`src/llbs_defines.svh`:
```
// Constants of the low-latency bypass select block.
// Operation
// Any reset returns the block to low-latency state, processing out of path.
// Low-latency state forwards raw samples with exactly 10 clocks latency.
// Low-latency state ignores test pattern, gain and offset settings.
// Processed path adds pipeline clocks beyond the raw-path latency.
// Host sets the fast-path-off bit before programming any digital function.
// Each serial transfer is an 8-bit address then 8 bits of data.
// Setting fast-path-off enables gain at 0 dB until a code is written.
// Offset correction is off after reset; host enables it after leaving.
// Output multiplexer follows the current fast-path-off bit.
`ifndef LLBS_DEFINES_SVH
`define LLBS_DEFINES_SVH

// ---------------------------------------------------------------------------
// Timing
// ---------------------------------------------------------------------------
`define LLBS_LL_CYCLES    10
`define LLBS_PROC_CYCLES  4
`define LLBS_GAIN_FRAC    12
`define LLBS_EST_FRAC     20
`define LLBS_TC_BASE      5'h08
`define LLBS_TC_MAX       4'hb

// ---------------------------------------------------------------------------
// Serial register map
// ---------------------------------------------------------------------------
`define LLBS_ADDR_RESET   8'h00
`define LLBS_ADDR_PATH    8'h01
`define LLBS_ADDR_GAIN    8'h02
`define LLBS_ADDR_TRIM    8'h03
`define LLBS_ADDR_TEST    8'h04
`define LLBS_BIT_SRESET   0
`define LLBS_BIT_FPO      0
`define LLBS_BIT_TRIM_EN  0
`define LLBS_BIT_FREEZE   1
`define LLBS_TC_LSB       2
`define LLBS_GAIN_RST     4'h0
`define LLBS_TC_RST       4'h0
`define LLBS_XFER_BITS    16

`endif

```
`src/llbs_pkg.sv`:
```
// Types shared by the low-latency bypass select modules.
package llbs_pkg;

  // -------------------------------------------------------------------------
  // Serial receiver states, Gray coded along idle, shift, commit
  // -------------------------------------------------------------------------
  typedef enum logic [1:0] {
    SER_IDLE   = 2'h0,
    SER_SHIFT  = 2'h1,
    SER_COMMIT = 2'h3
  } ser_state_type;

  typedef enum logic [1:0] {
    TP_NONE  = 2'h0,
    TP_ZEROS = 2'h1,
    TP_ONES  = 2'h2,
    TP_RAMP  = 2'h3
  } test_mode_type;

endpackage

```
`src/llbs_stream_if.sv`:
```
// Valid/ready word stream between the block's own modules.
`timescale 1ns/1ns
interface llbs_stream_if #(parameter int DW = 14);
  logic          valid;
  logic          ready;
  logic [DW-1:0] data;
  modport src (output valid, output data, input ready);
  modport snk (input valid, input data, output ready);
endinterface

```
`src/llbs_fifo.sv`:
```
// Output word FIFO with honest full and empty and an early space flag.
`timescale 1ns/1ns
module llbs_fifo #(
  parameter int DW    = 14,
  parameter int DEPTH = 16,
  parameter int SLACK = 14
) (
  input  wire logic  clk,
  input  wire logic  rst_n,
  llbs_stream_if.snk wr,
  llbs_stream_if.src rd,
  output logic       space_q
);
  localparam int AW = $clog2(DEPTH);

  logic [DW-1:0] mem_q [DEPTH];
  logic [AW-1:0] wr_ptr_q;
  logic [AW-1:0] rd_ptr_q;
  logic [AW:0]   count_q;
  logic [AW:0]   count_d;
  logic          push;
  logic          pop;

  assign wr.ready = (count_q != (AW+1)'(DEPTH));
  assign rd.valid = (count_q != '0);
  assign rd.data  = mem_q[rd_ptr_q];
  assign push     = wr.valid && wr.ready;
  assign pop      = rd.valid && rd.ready;

  always_comb begin
    count_d = count_q;
    if (push && !pop) begin
      count_d = count_q + 1'b1;
    end else if (pop && !push) begin
      count_d = count_q - 1'b1;
    end
  end

  always_ff @(posedge clk) begin
    if (push) begin
      mem_q[wr_ptr_q] <= wr.data;
    end
  end

  always_ff @(posedge clk or negedge rst_n) begin
    if (!rst_n) begin
      wr_ptr_q <= '0;
      rd_ptr_q <= '0;
      count_q  <= '0;
      space_q  <= 1'b0;
    end else begin
      if (push) begin
        wr_ptr_q <= (wr_ptr_q == AW'(DEPTH-1)) ? '0 : wr_ptr_q + 1'b1;
      end
      if (pop) begin
        rd_ptr_q <= (rd_ptr_q == AW'(DEPTH-1)) ? '0 : rd_ptr_q + 1'b1;
      end
      count_q <= count_d;
      // Space is withdrawn early enough to absorb every word still in flight.
      space_q <= (count_d < (AW+1)'(DEPTH - SLACK));
    end
  end
endmodule // llbs_fifo

```
`src/llbs_top.sv`:
```
// Low-latency bypass select: serial config, raw and processed paths, output.
`timescale 1ns/1ns
`include "llbs_defines.svh"
module llbs_top #(
  parameter int DW        = 14,
  parameter int DEPTH     = 16,
  parameter int LL_CYCLES = `LLBS_LL_CYCLES
) (
  input  wire logic          CLK,
  input  wire logic          RESET_N,
  input  wire logic          SCLK,
  input  wire logic          SEN_N,
  input  wire logic          SDATA,
  input  wire logic [DW-1:0] RAW_DATA,
  input  wire logic          RAW_VALID,
  output logic               RAW_READY,
  output logic      [DW-1:0] OUT_DATA,
  output logic               OUT_VALID,
  input  wire logic          OUT_READY,
  output logic               LOW_LATENCY
);
  // The take edge loads the first stage, so the FIFO write and the output
  // register bring the total to exactly LL_CYCLES edges.
  localparam int RAW_STAGES = LL_CYCLES - 1;
  localparam int PROC       = `LLBS_PROC_CYCLES;
  localparam int PW         = DW + 15;
  localparam int EW         = DW + `LLBS_EST_FRAC + 1;

  // -------------------------------------------------------------------------
  // Functions
  // -------------------------------------------------------------------------
  function automatic logic signed [DW-1:0] sat(input logic signed [PW-1:0] v);
    logic signed [PW-1:0] hi;
    logic signed [PW-1:0] lo;
    hi = PW'({1'b0, {(DW-1){1'b1}}});
    lo = -hi - PW'(1);
    if (v > hi) begin
      sat = DW'(hi);
    end else if (v < lo) begin
      sat = DW'(lo);
    end else begin
      sat = DW'(v);
    end
  endfunction

  // Gain factors in 0.5 dB steps, scaled by 2^12; codes above 6 dB hold 6 dB.
  function automatic logic signed [14:0] gain_factor(input logic [3:0] code);
    case (code)
      4'h0:    gain_factor = 15'sh1000;
      4'h1:    gain_factor = 15'sh10f4;
      4'h2:    gain_factor = 15'sh11f5;
      4'h3:    gain_factor = 15'sh1306;
      4'h4:    gain_factor = 15'sh1427;
      4'h5:    gain_factor = 15'sh1559;
      4'h6:    gain_factor = 15'sh169e;
      4'h7:    gain_factor = 15'sh17f5;
      4'h8:    gain_factor = 15'sh1962;
      4'h9:    gain_factor = 15'sh1ae3;
      4'ha:    gain_factor = 15'sh1c7c;
      4'hb:    gain_factor = 15'sh1e2c;
      default: gain_factor = 15'sh1ff7;
    endcase
  endfunction

  // -------------------------------------------------------------------------
  // Serial pin synchronisers
  // -------------------------------------------------------------------------
  logic [2:0] sclk_sync_q;
  logic [1:0] sen_sync_q;
  logic [1:0] sdata_sync_q;
  logic       sclk_rise;

  always_ff @(posedge CLK or negedge RESET_N) begin
    if (!RESET_N) begin
      sclk_sync_q  <= '0;
      sen_sync_q   <= 2'h3;
      sdata_sync_q <= '0;
    end else begin
      sclk_sync_q  <= {sclk_sync_q[1:0], SCLK};
      sen_sync_q   <= {sen_sync_q[0], SEN_N};
      sdata_sync_q <= {sdata_sync_q[0], SDATA};
    end
  end

  assign sclk_rise = sclk_sync_q[1] && !sclk_sync_q[2];

  // -------------------------------------------------------------------------
  // Serial receiver: address byte then data byte, MSB first
  // -------------------------------------------------------------------------
  llbs_pkg::ser_state_type ser_q;
  logic [3:0]                    bit_cnt_q;
  logic [`LLBS_XFER_BITS-1:0]    shift_q;
  logic [7:0]                    wr_addr;
  logic [7:0]                    wr_data;
  logic                          wr_stb;

  assign wr_addr = shift_q[15:8];
  assign wr_data = shift_q[7:0];
  assign wr_stb  = (ser_q == llbs_pkg::SER_COMMIT);

  always_ff @(posedge CLK or negedge RESET_N) begin
    if (!RESET_N) begin
      ser_q     <= llbs_pkg::SER_IDLE;
      bit_cnt_q <= '0;
      shift_q   <= '0;
    end else begin
      case (ser_q)
        llbs_pkg::SER_IDLE: begin
          bit_cnt_q <= '0;
          if (!sen_sync_q[1]) begin
            ser_q <= llbs_pkg::SER_SHIFT;
          end
        end
        llbs_pkg::SER_SHIFT: begin
          if (sen_sync_q[1]) begin
            ser_q <= llbs_pkg::SER_IDLE;
          end else if (sclk_rise) begin
            shift_q   <= {shift_q[14:0], sdata_sync_q[1]};
            bit_cnt_q <= bit_cnt_q + 1'b1;
            if (bit_cnt_q == 4'hf) begin
              ser_q <= llbs_pkg::SER_COMMIT;
            end
          end
        end
        llbs_pkg::SER_COMMIT: begin
          ser_q <= llbs_pkg::SER_SHIFT;
        end
        default: begin
          ser_q <= llbs_pkg::SER_IDLE;
        end
      endcase
    end
  end

  // -------------------------------------------------------------------------
  // Configuration bits
  // -------------------------------------------------------------------------
  logic                    fast_path_off_q;
  logic [3:0]              gain_code_q;
  logic                    dc_trim_enable_q;
  logic                    freeze_q;
  logic [3:0]              tc_q;
  llbs_pkg::test_mode_type test_q;
  logic                    soft_rst;

  assign soft_rst = wr_stb && (wr_addr == `LLBS_ADDR_RESET) &&
                    wr_data[`LLBS_BIT_SRESET];

  always_ff @(posedge CLK or negedge RESET_N) begin
    if (!RESET_N) begin
      fast_path_off_q  <= 1'b0;
      gain_code_q      <= `LLBS_GAIN_RST;
      dc_trim_enable_q <= 1'b0;
      freeze_q         <= 1'b0;
      tc_q             <= `LLBS_TC_RST;
      test_q           <= llbs_pkg::TP_NONE;
    end else if (soft_rst) begin
      fast_path_off_q  <= 1'b0;
      gain_code_q      <= `LLBS_GAIN_RST;
      dc_trim_enable_q <= 1'b0;
      freeze_q         <= 1'b0;
      tc_q             <= `LLBS_TC_RST;
      test_q           <= llbs_pkg::TP_NONE;
    end else if (wr_stb) begin
      case (wr_addr)
        `LLBS_ADDR_PATH: fast_path_off_q <= wr_data[`LLBS_BIT_FPO];
        `LLBS_ADDR_GAIN: gain_code_q <= wr_data[3:0];
        `LLBS_ADDR_TRIM: begin
          dc_trim_enable_q <= wr_data[`LLBS_BIT_TRIM_EN];
          freeze_q         <= wr_data[`LLBS_BIT_FREEZE];
          tc_q             <= wr_data[`LLBS_TC_LSB +: 4];
        end
        `LLBS_ADDR_TEST: test_q <= llbs_pkg::test_mode_type'(wr_data[1:0]);
        default: begin
        end
      endcase
    end
  end

  // -------------------------------------------------------------------------
  // Raw path delay line
  // -------------------------------------------------------------------------
  logic [DW-1:0] raw_q [RAW_STAGES];
  logic          raw_v_q [RAW_STAGES];

  always_ff @(posedge CLK or negedge RESET_N) begin
    if (!RESET_N) begin
      for (int i = 0; i < RAW_STAGES; i++) begin
        raw_q[i]   <= '0;
        raw_v_q[i] <= 1'b0;
      end
    end else begin
      raw_q[0]   <= RAW_DATA;
      raw_v_q[0] <= RAW_VALID && RAW_READY;
      for (int i = 1; i < RAW_STAGES; i++) begin
        raw_q[i]   <= raw_q[i-1];
        raw_v_q[i] <= raw_v_q[i-1];
      end
    end
  end

  // -------------------------------------------------------------------------
  // Processed path: gain, saturate, offset trim, test pattern
  // -------------------------------------------------------------------------
  logic signed [DW-1:0] tap;
  logic signed [PW-1:0] prod_q;
  logic signed [DW-1:0] gain_q;
  logic signed [DW-1:0] trim_q;
  logic [DW-1:0]        proc_q;
  logic [DW-1:0]        ramp_q;
  logic [PROC-1:0]      pv_q;
  logic signed [EW-1:0] est_q;
  logic signed [EW-1:0] est_diff;
  logic signed [EW-1:0] corr;
  logic [4:0]           est_shift;

  assign tap       = raw_q[RAW_STAGES-1];
  assign est_diff  = (EW'(gain_q) <<< `LLBS_EST_FRAC) - est_q;
  assign corr      = est_q >>> `LLBS_EST_FRAC;
  assign est_shift = `LLBS_TC_BASE +
                     5'((tc_q > `LLBS_TC_MAX) ? `LLBS_TC_MAX : tc_q);

  always_ff @(posedge CLK or negedge RESET_N) begin
    if (!RESET_N) begin
      prod_q <= '0;
      gain_q <= '0;
      trim_q <= '0;
      proc_q <= '0;
      pv_q   <= '0;
    end else begin
      // Gain is live at its 0 dB code as soon as the fast path is off.
      prod_q <= PW'(tap) * PW'(gain_factor(gain_code_q));
      gain_q <= sat(prod_q >>> `LLBS_GAIN_FRAC);
      if (dc_trim_enable_q) begin
        trim_q <= sat(PW'(gain_q) - PW'(corr));
      end else begin
        trim_q <= gain_q;
      end
      case (test_q)
        llbs_pkg::TP_ZEROS: proc_q <= '0;
        llbs_pkg::TP_ONES:  proc_q <= '1;
        llbs_pkg::TP_RAMP:  proc_q <= ramp_q;
        default:            proc_q <= trim_q;
      endcase
      pv_q <= {pv_q[PROC-2:0], raw_v_q[RAW_STAGES-1]};
    end
  end

  // Estimator keeps running only while enabled and not frozen; a frozen
  // estimate keeps correcting every sample with its last value.
  always_ff @(posedge CLK or negedge RESET_N) begin
    if (!RESET_N) begin
      est_q <= '0;
    end else if (soft_rst || !dc_trim_enable_q) begin
      est_q <= '0;
    end else if (!freeze_q && pv_q[1]) begin
      est_q <= est_q + (est_diff >>> est_shift);
    end
  end

  always_ff @(posedge CLK or negedge RESET_N) begin
    if (!RESET_N) begin
      ramp_q <= '0;
    end else if (pv_q[2]) begin
      ramp_q <= ramp_q + 1'b1;
    end
  end

  // -------------------------------------------------------------------------
  // Path select, FIFO and output register
  // -------------------------------------------------------------------------
  llbs_stream_if #(.DW(DW)) fifo_in ();
  llbs_stream_if #(.DW(DW)) fifo_out ();

  // Bypass ignores every processing setting in low-latency state.
  assign fifo_in.data  = fast_path_off_q ? proc_q : tap;
  assign fifo_in.valid = fast_path_off_q ? pv_q[PROC-1]
                                         : raw_v_q[RAW_STAGES-1];
  assign fifo_out.ready = !OUT_VALID || OUT_READY;

  llbs_fifo #(
    .DW    (DW),
    .DEPTH (DEPTH),
    // Space drops with two words held; the rest absorbs words in flight.
    .SLACK (RAW_STAGES + PROC + 1)
  ) u_fifo (
    .clk     (CLK),
    .rst_n   (RESET_N),
    .wr      (fifo_in),
    .rd      (fifo_out),
    .space_q (RAW_READY)
  );

  always_ff @(posedge CLK or negedge RESET_N) begin
    if (!RESET_N) begin
      OUT_DATA  <= '0;
      OUT_VALID <= 1'b0;
    end else if (fifo_out.ready) begin
      OUT_DATA  <= fifo_out.data;
      OUT_VALID <= fifo_out.valid;
    end
  end

  always_ff @(posedge CLK or negedge RESET_N) begin
    if (!RESET_N) begin
      LOW_LATENCY <= 1'b1;
    end else begin
      LOW_LATENCY <= !fast_path_off_q;
    end
  end
endmodule // llbs_top

```
`config.mk`:
```
export PLATFORM = sky130hd
export DESIGN_NAME = llbs_top
export DESIGN_NICKNAME = d
export VERILOG_FILES = /design/src/llbs_pkg.sv /design/src/llbs_stream_if.sv /design/src/llbs_fifo.sv /design/src/llbs_top.sv
export VERILOG_INCLUDE_DIRS = /design/src
export SDC_FILE = /design/constraint.sdc
export NUM_CORES = 1
export LEC_CHECK = 0
export ABC_CLOCK_PERIOD_IN_PS = 10850
export BUFFER_PORTS_ARGS = -buffer_cell sky130_fd_sc_hd__buf_4
export CORE_MARGIN = 2
export CORE_UTILIZATION = 60
export CTS_BUF_LIST = sky130_fd_sc_hd__clkbuf_4 sky130_fd_sc_hd__clkbuf_8 sky130_fd_sc_hd__clkbuf_16
export DETAILED_ROUTE_END_ITERATION = 6
export GPL_TIMING_DRIVEN = 1
export PLACE_DENSITY_LB_ADDON = 0.15
export SLEW_MARGIN = 20
export SYNTH_ARGS = -nofsm -noshare
export SYNTH_HDL_FRONTEND = slang
export SYNTH_HIERARCHICAL = 1
export SYNTH_SLANG_ARGS = --single-unit
```
`constraint.sdc`:
```
create_clock -name CLK -period 10.85 [get_ports CLK]
set_input_delay 1.6275 -clock CLK [delete_from_list [all_inputs] [get_ports CLK]]
set_output_delay 1.6275 -clock CLK [all_outputs]
set_load 0.05 [all_outputs]
```
Word level (Yosys, flattened, before mapping) --
Memory sizes are Yosys's and may differ from the RTL's. A register that Yosys moved wholly into a read port is not among the register bits. Cells that the tools add are included.
Word-level totals: memories 2, logic and storage cells 161, bits of input ports 21, memory bits (writable) 224, register bits after elaboration 317, ROM bits 192, output and inout bits 17
Memories:
- u_fifo.mem_q | words 16, width 14, rd ports 1, clocked after memory_dff 1, write ports 1, RTL line llbs_fifo.sv:16 | logic [DW-1:0] mem_q [DEPTH];
- (name not given) | words 16, width 12, rd ports 1, clocked after memory_dff 0, write ports 0, RTL line llbs_top.sv:48 | case (code)
Cells by class: $mul 1, reductions and logical operators 36, muxes and demuxes 43, bitwise operators 1, eq/ne operators 18, $lt $le $gt $ge 6, shift-type cells 1, add/sub/neg operators 10
Operators by type and width (number):
- $mux 14 | 6
- $mux 35 | 2
- $mux 4 | 11
- $pmux 14 s3 | 1
- $add 35x35->35 | 1
- $sshr 35x5->35 | 1
- $sub 34x35->35 | 1
- $mul 14x15->29 | 1
- $gt 17x14->1 const B | 1
- $lt 17x14->1 const B | 1
- $eq 8x2->1 const B | 2
- $gt 16x14->1 const B | 1
- $lt 16x14->1 const B | 1
- $sub 14x15->16 | 1
- $add 14x1->14 const B | 1
- $mux 2 | 7
- $reduce_bool 2->1 | 7
- $add 4x1->4 const B | 3
- $eq 4x4->1 const B | 3
- $mux 1 | 12
- $mux 5 | 2
- $logic_and 1x1->1 | 9
- $reduce_and 3->1 | 3
- $eq 8x1->1 const B | 1
- 20 further kinds | 37

Longest topological paths before layout --
Gate-level depths: netlist of the first run.
word-level depth 7, mapped depth 29, gate-level depth less buffers 28

By module --
The synthesis of the first run kept the hierarchy.
Modules (own cells, without submodules):
- llbs_top | cells each 2123, area each 20797.4 sq um, seq. area each 7636.1 sq um, times used 1
- llbs_fifo | cells each 437, area each 9318.9 sq um, seq. area each 7076.8 sq um, times used 1

Least setup slack after synthesis of the first run --
Ideal clock, no wire load.
kind flip-flop to flip-flop, start point register gain_code_q[1], end point register prod_q[20], slack 3955 ps, arrival 6769 ps, path buffers 1, cell stages (with the launch flop) 28, period minus slack after synthesis 6895 ps, setup time 126 ps, required time 10724 ps, cell sequence dfrtp_1 -> inv_1 -> ha_1 -> or2_2 -> a21oi_1 -> a31oi_1 -> clkbuf_1 -> and2_1 -> fa_1 -> inv_1 -> fa_1 -> inv_1 -> fa_1 -> inv_1 -> fa_1 -> inv_1 -> fa_1 -> inv_1 -> fa_1 -> inv_1 -> ha_1 -> a21o_1 -> a21o_1 -> a311oi_1 -> o31ai_1 -> a21oi_1 -> o21bai_1 -> o311a_1
On the way: word-level cells in the longest chain between the ends 2
RTL lines:
- from (decl) | RTL line llbs_top.sv:139 | logic [3:0] gain_code_q;
- from (signal assigned) | RTL line llbs_top.sv:152 | gain_code_q <= `LLBS_GAIN_RST;
- from (signal assigned) | RTL line llbs_top.sv:159 | gain_code_q <= `LLBS_GAIN_RST;
- from (signal assigned) | RTL line llbs_top.sv:167 | `LLBS_ADDR_GAIN: gain_code_q <= wr_data[3:0];
- $mem_v2 16x12
- $mul 14x15->29 | RTL line llbs_top.sv:232 | prod_q <= PW'(tap) * PW'(gain_factor(gain_code_q));
- to (signal assigned) | RTL line llbs_top.sv:232
- to (decl) | RTL line llbs_top.sv:206 | logic signed [PW-1:0] prod_q;
Every way passes these cells. A chain may end at the register's enable or synchronous reset.

Final worst setup path of the first run --
start point register gain_code_q[1], end point register prod_q[19]
Same word-level chain as after synthesis.

==> impl_metrics.ini, run 1 <==
[finish]
finalNetCount = 2892
stdcell_area_um2 = 32900
final_layout_size_suffix_gt1_frac = 0.121
finalCoreUtilization = 0.660
areaGrowthSynthToFinish_pct = 9.31

[clocking]
clock_tree_from_tritoncts = yes
hold_buffer_count_at_cts = 0
htree_num_levels = 2
cts_buffer_depth = 3
cts_inserted_buffers = 55
cts_resized = 0
clock-sinks = 543
post_cts_buffers = 0
ctsRootBufferMaster = sky130_fd_sc_hd__clkbuf_16
insertion_delay_ps = 650
clk_transition_reported_paths_ps = 60

[global_routing]
wire_length_of_the_first_global_routing_pass_um = 109000
grt_remaining_overflow = 0
grt_start_max_net_pins = 155
antenna_violations_before_repair = 3
grt_pass1_vias = 19800
global_route.usage.total = 0.265

[placement]
dp.final_hpwl_um = 46900
postPlaceCellArea_um2 = 31000
port_buffers = 37
globalplace.congestion = 0.917

[synth]
synth_commonest_cells = 316 x sky130_fd_sc_hd__dfrtp_1, 274 x sky130_fd_sc_hd__nand2_1, 224 x sky130_fd_sc_hd__edfxtp_1
synth_nets = 2887
synth_largest_area_cell = sky130_fd_sc_hd__dfrtp_1
postSynthCellCount = 2560
post-synth-top-count-cell = sky130_fd_sc_hd__dfrtp_1
async_flop_share = 0.587
synth-seq-cells = 543
ys_seq_area_frac = 0.489
mappedNetlistArea_um2 = 30100
yosys.cell_types.count = 91
synth_top_area_frac = 0.263
postSynthAreaPerCell_um2 = 11.8
synth-main-ff-cell = sky130_fd_sc_hd__dfrtp_1
number_of_synthesis_warnings = 6
number_of_enable_flip_flop_cells_after_synthesis = 224
leading_post_synthesis_cells_by_cell_area = sky130_fd_sc_hd__dfrtp_1 26%, sky130_fd_sc_hd__edfxtp_1 22%, sky130_fd_sc_hd__fa_1 8.8%

[die]
row_count = 82
core_um2 = 49900
die_height_um = 228
die_width_um = 228
ios = 38
design.die.area_um2 = 52000
floorplan.initialDensity = 0.604

[timing]
setup_viol_count_final = 0
timing.final.crit_period_ps = 8120
post-route-period-util = 0.749
top_achievable_clock_speed_ghz = 0.123
timing.max_slew.rel_slack = 0.318
worst_pin_slew_ps = 1020
totalNegativeSetupSlack_ps = 0
rsz0062_at_grt = no
clock-skew-final_ps = 78.7
whs_ps = 343
final_max_slew_viols = 0
hold_viol_final = 0

[critical_path]
timing.critical_path.to_type = flip-flop
critPathArrivalTime_ps = 8570
critical_path.slowest_cell = sky130_fd_sc_hd__o31ai_1
timing.critical_path.from = gain_code_q[1]
cp.required_ps = 11300
critical_path.most_common_cell = sky130_fd_sc_hd__inv_1
crit_path_start_kind = flip-flop
timing.critical_path.fanout_max = 11
cpPeakStageDelay_ps = 890
kind_of_critical_path = flip-flop to flip-flop
r2r-start = gain_code_q[1]

[run]
max_cap_viol_count = 0

[drt]
routed-via-count = 19400
drc = 3
routed_via_density = 5.92
initialDrtViolationCount = 1748
drtPass1Iterations = 7
wl_um = 67100
wl_per_cell_um = 20.4
final_antenna_net_count = 0

[power]
powerDensity_nw_per_um2 = 180
worst_voltage_drop_across_the_vdd_grid_v = 0.000141
static-leakage-power_nw = 14.3

[min_path]
worstHoldPathType = flip-flop to flip-flop
hold_start = raw_q[35]

[run_status]
outcome = finished with violations
violations_in_the_final_reports = DRC
==> layer usage <==
metal | up-vias | wire (µm) | global-route usage
met5 | - | 12 | 0
met4 | 2 | 1700 | 0.0725
met3 | 101 | 3830 | 0.0380
met2 | 584 | 32100 | 0.429
met1 | 9748 | 29500 | 0.381
li1 | 9000 | - | -
==> state kept, by name, summed over array words and instances, names as in the netlist, 2 cells and up <==
name and count:
u_fifo/mem_q 224, raw_q 112, est_q 35, prod_q 17, shift_q 16, OUT_DATA 14
gain_q 14, proc_q 14, ramp_q 14, tap 14, trim_q 14, raw_v_q 9
u_fifo/count_q 5, bit_cnt_q 4, gain_code_q 4, pv_q 4, tc_q 4, u_fifo/rd_ptr_q 4
u_fifo/wr_ptr_q 4, sclk_sync_q 3, sdata_sync_q 2, sen_sync_q 2, ser_q 2, test_q 2
==> cell usage in the layout, fill, tap and decap left out, types with 56 or more instances in the layout <==
cell type | netlist | layout
sky130_fd_sc_hd__nand2_1 | 274 | 274
sky130_fd_sc_hd__and2_1 | 97 | 97
sky130_fd_sc_hd__o21ai_0 | 91 | 91
sky130_fd_sc_hd__fa_1 | 132 | 132
sky130_fd_sc_hd__inv_1 | 218 | 218
sky130_fd_sc_hd__dfrtp_1 | 316 | 314
sky130_fd_sc_hd__buf_4 | 2 | 62
sky130_fd_sc_hd__nor2_1 | 132 | 132
sky130_fd_sc_hd__a21oi_1 | 109 | 108
sky130_fd_sc_hd__ha_1 | 174 | 174
sky130_fd_sc_hd__edfxtp_1 | 224 | 224
sky130_fd_sc_hd__mux4_2 | 56 | 56
==> cell families (layout without fill, tap and decap cells) <==
| family | count (synthesis) | count (layout) | share of synthesized area |
|---|---|---|---|
| adders and majority gates | 307 | 307 | 0.160 |
| and+or+nand+nor | 708 | 708 | 0.114 |
| buffers and inverters | 335 | 386 | 0.0439 |
| DFF | 543 | 543 | 0.489 |
| xor gates and xnor gates | 78 | 78 | 0.0227 |
| AOI/OAI and AO/OA | 454 | 454 | 0.0996 |
| muxes | 135 | 135 | 0.0708 |
| other | 0 | 2 | 0 |
==> cell type report <==
cell class / instances / area (µm²)
diodes: 2 / 5.00
clock buffers: 81 / 1600
clock inverters: 22 / 314
fillers: 3759 / 16900
inverters: 219 / 822
multi-input cells: 1682 / 14100
flip-flops and latches: 543 / 14700
well taps: 672 / 841
repair buffers: 64 / 500
==> through the flow <==
stage / power, mW / worst slack (ps) / cells
2_1_floorplan: 3.59 / 3950 / 2560
3_3_place_gp: 3.96 / 3040 / 3180
3_5_place_dp: 4.00 / 2780 / 3180
4_1_cts: 5.96 / 2780 / 3283
5_1_grt: 6.20 / 2250 / 3285
6_report: 5.91 / 2730 / 3285
==> path summary, 6_finish.rpt <==
| check | to | slack [ps] | cells past startpoint |
|---|---|---|---|
| max in group asynchronous | gain_q[12] | 7830 | 3 |
| worst max-delay path | prod_q[19] | 2730 | 27 |
| min in group asynchronous | ramp_q[11] | 1020 | 1 |
| worst max register to register | prod_q[19] | 2730 | 27 |
| worst min-delay path | raw_q[21] | 340 | 0 |
| worst min register to register | raw_q[21] | 340 | 0 |
==> power by group <==
part           internal [mW]  switching, mW  leakage, nW
combinational          0.627          0.878         7.39
clock                   1.14          0.803        0.952
sequential              2.31          0.163         5.96
==> worst max-delay path, delay by kind of cell (launching register included) <==
family	cells	cell delay (ps)
XOR/XNOR	1	150
adder cells (fa/ha/maj)	8	3280
AO/OA/AOI/OAI	10	3070
flip-flops	1	470
AND/OR/NAND/NOR	2	390
buffers and inverters	6	660
Power figures use the tool's default switching activity.
==> run 2: changes to the inputs <==
--- a/config.mk
+++ b/config.mk
@@ -6,10 +6,10 @@
 export SDC_FILE = /design/constraint.sdc
 export NUM_CORES = 1
 export LEC_CHECK = 0
-export ABC_CLOCK_PERIOD_IN_PS = 10850
+export ABC_CLOCK_PERIOD_IN_PS = 7000
 export BUFFER_PORTS_ARGS = -buffer_cell sky130_fd_sc_hd__buf_4
 export CORE_MARGIN = 2
-export CORE_UTILIZATION = 60
+export CORE_UTILIZATION = 58
 export CTS_BUF_LIST = sky130_fd_sc_hd__clkbuf_4 sky130_fd_sc_hd__clkbuf_8 sky130_fd_sc_hd__clkbuf_16
 export DETAILED_ROUTE_END_ITERATION = 6
 export GPL_TIMING_DRIVEN = 1
==> constraint.sdc (replaced) <==
create_clock -name CLK -period 7 [get_ports CLK]
set_input_delay 1.05 -clock CLK [delete_from_list [all_inputs] [get_ports CLK]]
set_output_delay 1.05 -clock CLK [all_outputs]
set_load 0.05 [all_outputs]
==> impl_metrics.ini, run 2 (same netlist as run 1, synthesis figures left out) <==
[run_status]
outcome = finished with violations
violations_in_the_final_reports = DRC

[finish]
seq_area_um2 = 14700
finalNetCount = 2953
stdcell_area_um2 = 33600
areaGrowthSynthToFinish_pct = 11.5
multiInputGateArea_um2 = 14200
biggestRegsByFlops = u_fifo/mem_q (224), raw_q (112), est_q (35)
layout.cells.most_common_list = 313 x sky130_fd_sc_hd__dfrtp_1, 273 x sky130_fd_sc_hd__nand2_1, 224 x sky130_fd_sc_hd__edfxtp_1, 215 x sky130_fd_sc_hd__inv_1, 171 x sky130_fd_sc_hd__ha_1
final_common_cell = sky130_fd_sc_hd__dfrtp_1
largest_reg_flops = 224
fillCellCount = 3838
register_bank_with_the_most_flops = u_fifo/mem_q
antenna-diode-count = 0
finalCoreUtilization = 0.654
final_layout_size_suffix_gt1_frac = 0.149

[timing]
setup_viol_count_final = 0
timing.max_slew.rel_slack = 0.336
worst_pin_slew_ps = 992
totalNegativeSetupSlack_ps = 0
hold_viol_final = 0
timing.final.crit_period_ps = 6790
whs_ps = 272
final_max_slew_viols = 0
top_achievable_clock_speed_ghz = 0.147
clock-skew-final_ps = 86.6
post-route-period-util = 0.970

[placement]
dp.final_hpwl_um = 48000
postPlaceCellArea_um2 = 31400
globalplace.congestion = 0.907
port_buffers = 37

[critical_path]
kind_of_critical_path = flip-flop to flip-flop
timing.critical_path.fanout_max = 10
crit_path_start_kind = flip-flop
critical_path.slowest_cell = sky130_fd_sc_hd__fa_1
timing.critical_path.to_type = flip-flop
critical_path.most_common_cell = sky130_fd_sc_hd__fa_1
critPathArrivalTime_ps = 7240
timing.reg2reg.worst_path_depth = 28
cpPeakStageDelay_ps = 540
cp.required_ps = 7450

[power]
worst_voltage_drop_across_the_vdd_grid_v = 0.000286
powerDensity_nw_per_um2 = 277
static-leakage-power_nw = 14.7

[global_routing]
grt_pass1_vias = 20000
wire_length_of_the_first_global_routing_pass_um = 110000
grt_remaining_overflow = 0
antenna_violations_before_repair = 0
global_route.usage.total = 0.262
grt_start_max_net_pins = 142

[drt]
wl_um = 68000
met3RoutedLength_um = 3560
final_antenna_net_count = 0
initialDrtViolationCount = 1524
met1_length_um = 30400
wl_per_cell_um = 20.3
routed_via_density = 5.89
detailroute.wirelength.met2_um = 32700
drtPass1Iterations = 7
drc = 4
routed-via-count = 19700
routed.top_layer = met4

[min_path]
depth_of_the_worst_hold_timing_path = 0
worstHoldPathType = flip-flop to flip-flop

[die]
ios = 38
floorplan.initialDensity = 0.587
core_um2 = 51300
row_count = 83
design.die.area_um2 = 53800
die_width_um = 232
die_height_um = 232

[clocking]
clk_transition_reported_paths_ps = 70
insertion_delay_ps = 650
cts_buffer_depth = 3
ctsRootBufferMaster = sky130_fd_sc_hd__clkbuf_16
htree_num_levels = 2
cts_inserted_buffers = 55
clock-sinks = 543
hold_buffer_count_at_cts = 0
clock_tree_from_tritoncts = yes

[run]
max_cap_viol_count = 0
[run 2: final timing paths]
kind                              end  slack, ps      startpoint
max                        prod_q[26]        210  gain_code_q[1]
min                         raw_q[14]        270       raw_q[28]
max reg2reg                prod_q[26]        210  gain_code_q[1]
min reg2reg                 raw_q[14]        270       raw_q[28]
max in group asynchronous   raw_q[99]       5060         RESET_N
min in group asynchronous  raw_q[120]        490         RESET_N
[run 2: timing repair]
action | 4_1_cts | 5_1_grt
buffers inserted | 1 | 10
gates resized for setup | 4 | 30
endpoints found under the setup margin | 11 | 13
pin swaps | 1 | 17
[run 2: metal layers]
layer | up-vias | GRT usage
met5 | - | 0
met4 | 0 | 0.0639
met3 | 99 | 0.0333
met2 | 573 | 0.424
met1 | 9951 | 0.380
li1 | 9116 | -
[run 2: layout make-up]
class / count / share of cell area
sequential: 543 / 0.439
multi-input combinational: 1682 / 0.424
clock buffer: 69 / 0.0451
timing repair buffer: 125 / 0.0288
tap: 680 / 0.0253
inverter: 219 / 0.0245
clock inverter: 34 / 0.0136
[run 2: critical path: cells and delay by family, from the launching register on]
kind	cells	cell delay [ps]
XOR/XNOR	1	130
AO/OA/AOI/OAI	7	1420
AND/OR/NAND/NOR	3	550
buffers and inverters	9	900
adder cells (fa/ha/maj)	8	3290
flip-flops	1	390
[run 2: through the flow]
stage          worst slack, ps  instances  power (mW)
4_1_cts                   21.6       3342        9.35
2_1_floorplan              105       2560        5.57
3_3_place_gp             -67.0       3238        6.18
5_1_grt                  -61.8       3352        9.75
3_5_place_dp              -186       3238        6.24
6_report                   208       3352        9.29
[run 2: where the power goes]
part           switching (mW)  internal [mW]  leakage [nW]
sequential              0.220           3.58          5.96
combinational            1.41          0.992          7.72
clock                    1.28           1.82         0.982
==> run 3: changes to the inputs <==
==> constraint.sdc (replaced) <==
create_clock -name CLK -period 7 [get_ports CLK]
set_input_delay 1.75 -clock CLK [delete_from_list [all_inputs] [get_ports CLK]]
set_output_delay 1.75 -clock CLK [all_outputs]
set_load 0.05 [all_outputs]
==> impl_metrics.ini, run 3 (same netlist as run 1, synthesis figures left out) <==
[run_status]
outcome = complete, no violations

[finish]
register_bank_with_the_most_flops = u_fifo/mem_q
biggestRegsByFlops = u_fifo/mem_q (224), raw_q (112), est_q (35)
stdcell_area_um2 = 33400
finalCoreUtilization = 0.651
final_common_cell = sky130_fd_sc_hd__dfrtp_1
final_layout_size_suffix_gt1_frac = 0.150
finalNetCount = 2948
areaGrowthSynthToFinish_pct = 10.9
largest_reg_flops = 224
layout.cells.most_common_list = 313 x sky130_fd_sc_hd__dfrtp_1, 272 x sky130_fd_sc_hd__nand2_1, 224 x sky130_fd_sc_hd__edfxtp_1, 213 x sky130_fd_sc_hd__inv_1, 170 x sky130_fd_sc_hd__ha_1
antenna-diode-count = 0

[global_routing]
global_route.usage.total = 0.267
wire_length_of_the_first_global_routing_pass_um = 112000
grt_remaining_overflow = 0
antenna_violations_before_repair = 1
grt_start_max_net_pins = 123
grt_pass1_vias = 20400

[critical_path]
timing.critical_path.to_type = flip-flop
critical_path.most_common_cell = sky130_fd_sc_hd__fa_1
critPathArrivalTime_ps = 7260
timing.critical_path.fanout_max = 6
timing.critical_path.buf_inv = 8
timing.critical_path.max_delay_family = adder cells
critical_path.slowest_cell = sky130_fd_sc_hd__fa_1
kind_of_critical_path = flip-flop to flip-flop
crit_path_start_kind = flip-flop
cpPeakStageDelay_ps = 540
cp.required_ps = 7450

[timing]
post-route-period-util = 0.972
totalNegativeSetupSlack_ps = 0
setup_viol_count_final = 0
clock-skew-final_ps = 66.2
timing.max_slew.rel_slack = 0.306
hold_viol_final = 0
worst_pin_slew_ps = 1040
setup_ws_ps = 193
timing.final.crit_period_ps = 6810
top_achievable_clock_speed_ghz = 0.147
final_max_slew_viols = 0

[placement]
postPlaceCellArea_um2 = 31400
globalplace.congestion = 0.896
port_buffers = 37
dp.final_hpwl_um = 48600
post_placement_worst_setup_slack_ps = -141

[drt]
routed-via-count = 19900
final_antenna_net_count = 0
routed_via_density = 5.96
drtPass1Iterations = 5
initialDrtViolationCount = 1449
wl_per_cell_um = 20.7
wl_um = 69100
drc = 0

[min_path]
worstHoldPathType = flip-flop to flip-flop

[die]
die_height_um = 232
design.die.area_um2 = 53800
core_um2 = 51300
die_width_um = 232
row_count = 83
ios = 38
floorplan.initialDensity = 0.587

[clocking]
htree_num_levels = 2
clk_transition_reported_paths_ps = 60
clock_tree_from_tritoncts = yes
ctsRootBufferMaster = sky130_fd_sc_hd__clkbuf_16
insertion_delay_ps = 630
cts_inserted_buffers = 54
cts_buffer_depth = 3
clock-sinks = 543

[power]
worst_voltage_drop_across_the_vdd_grid_v = 0.000262
static-leakage-power_nw = 14.6
powerDensity_nw_per_um2 = 272

[run]
max_cap_viol_count = 0
## run 3: repair_timing
item,CTS,global route
pin swaps,0,25
endpoints found under the setup margin,10,11
hold buffers,0,0
gates cloned,0,0
buffers inserted,0,9
resized for setup,5,36
## run 3: worst paths after layout
kind / from / endpoint / slack (ps) / depth (start not counted)
setup / recovery: gain_code_q[1] / prod_q[26] / 190 / 28
hold / removal: raw_q[29] / raw_q[15] / 290 / 0
setup reg to reg: gain_code_q[1] / prod_q[26] / 190 / 28
hold reg to reg: raw_q[29] / raw_q[15] / 290 / 0
max in group asynchronous: RESET_N / OUT_VALID / 4520 / 2
min in group asynchronous: RESET_N / raw_q[120] / 1180 / 1
## run 3: report_power, final
| part | total, mW | internal [mW] | leakage [nW] | switching [mW] |
|---|---|---|---|---|
| Sequential | 3.87 | 3.58 | 5.96 | 0.298 |
| Clock | 2.88 | 1.66 | 0.914 | 1.23 |
| Combinational | 2.32 | 0.989 | 7.68 | 1.33 |
## run 3: metrics by stage
step,instances,power [mW],hold slack (ps)
2_1_floorplan,2560,5.57,331
3_3_place_gp,3236,6.18,332
3_5_place_dp,3236,6.23,335
4_1_cts,3338,9.13,295
5_1_grt,3347,9.53,297
6_report,3347,9.08,291
## run 3: area by class of cell
class                           instances  area [µm²]
Sequential cell                       543       14700
Multi-Input combinational cell       1682       14300
Fill cell                            3966       17900
Tap cell                              680         851
Inverter                              219         822
Timing Repair Buffer                  121         932
Clock inverter                         22         253
Clock buffer                           80        1580
## run 3: per-layer routing
metal | track usage | routed length, µm
met1 | 0.381 | 30600
met3 | 0.0296 | 3390
met5 | 0 | 0
met2 | 0.440 | 33500
met4 | 0.0677 | 1580
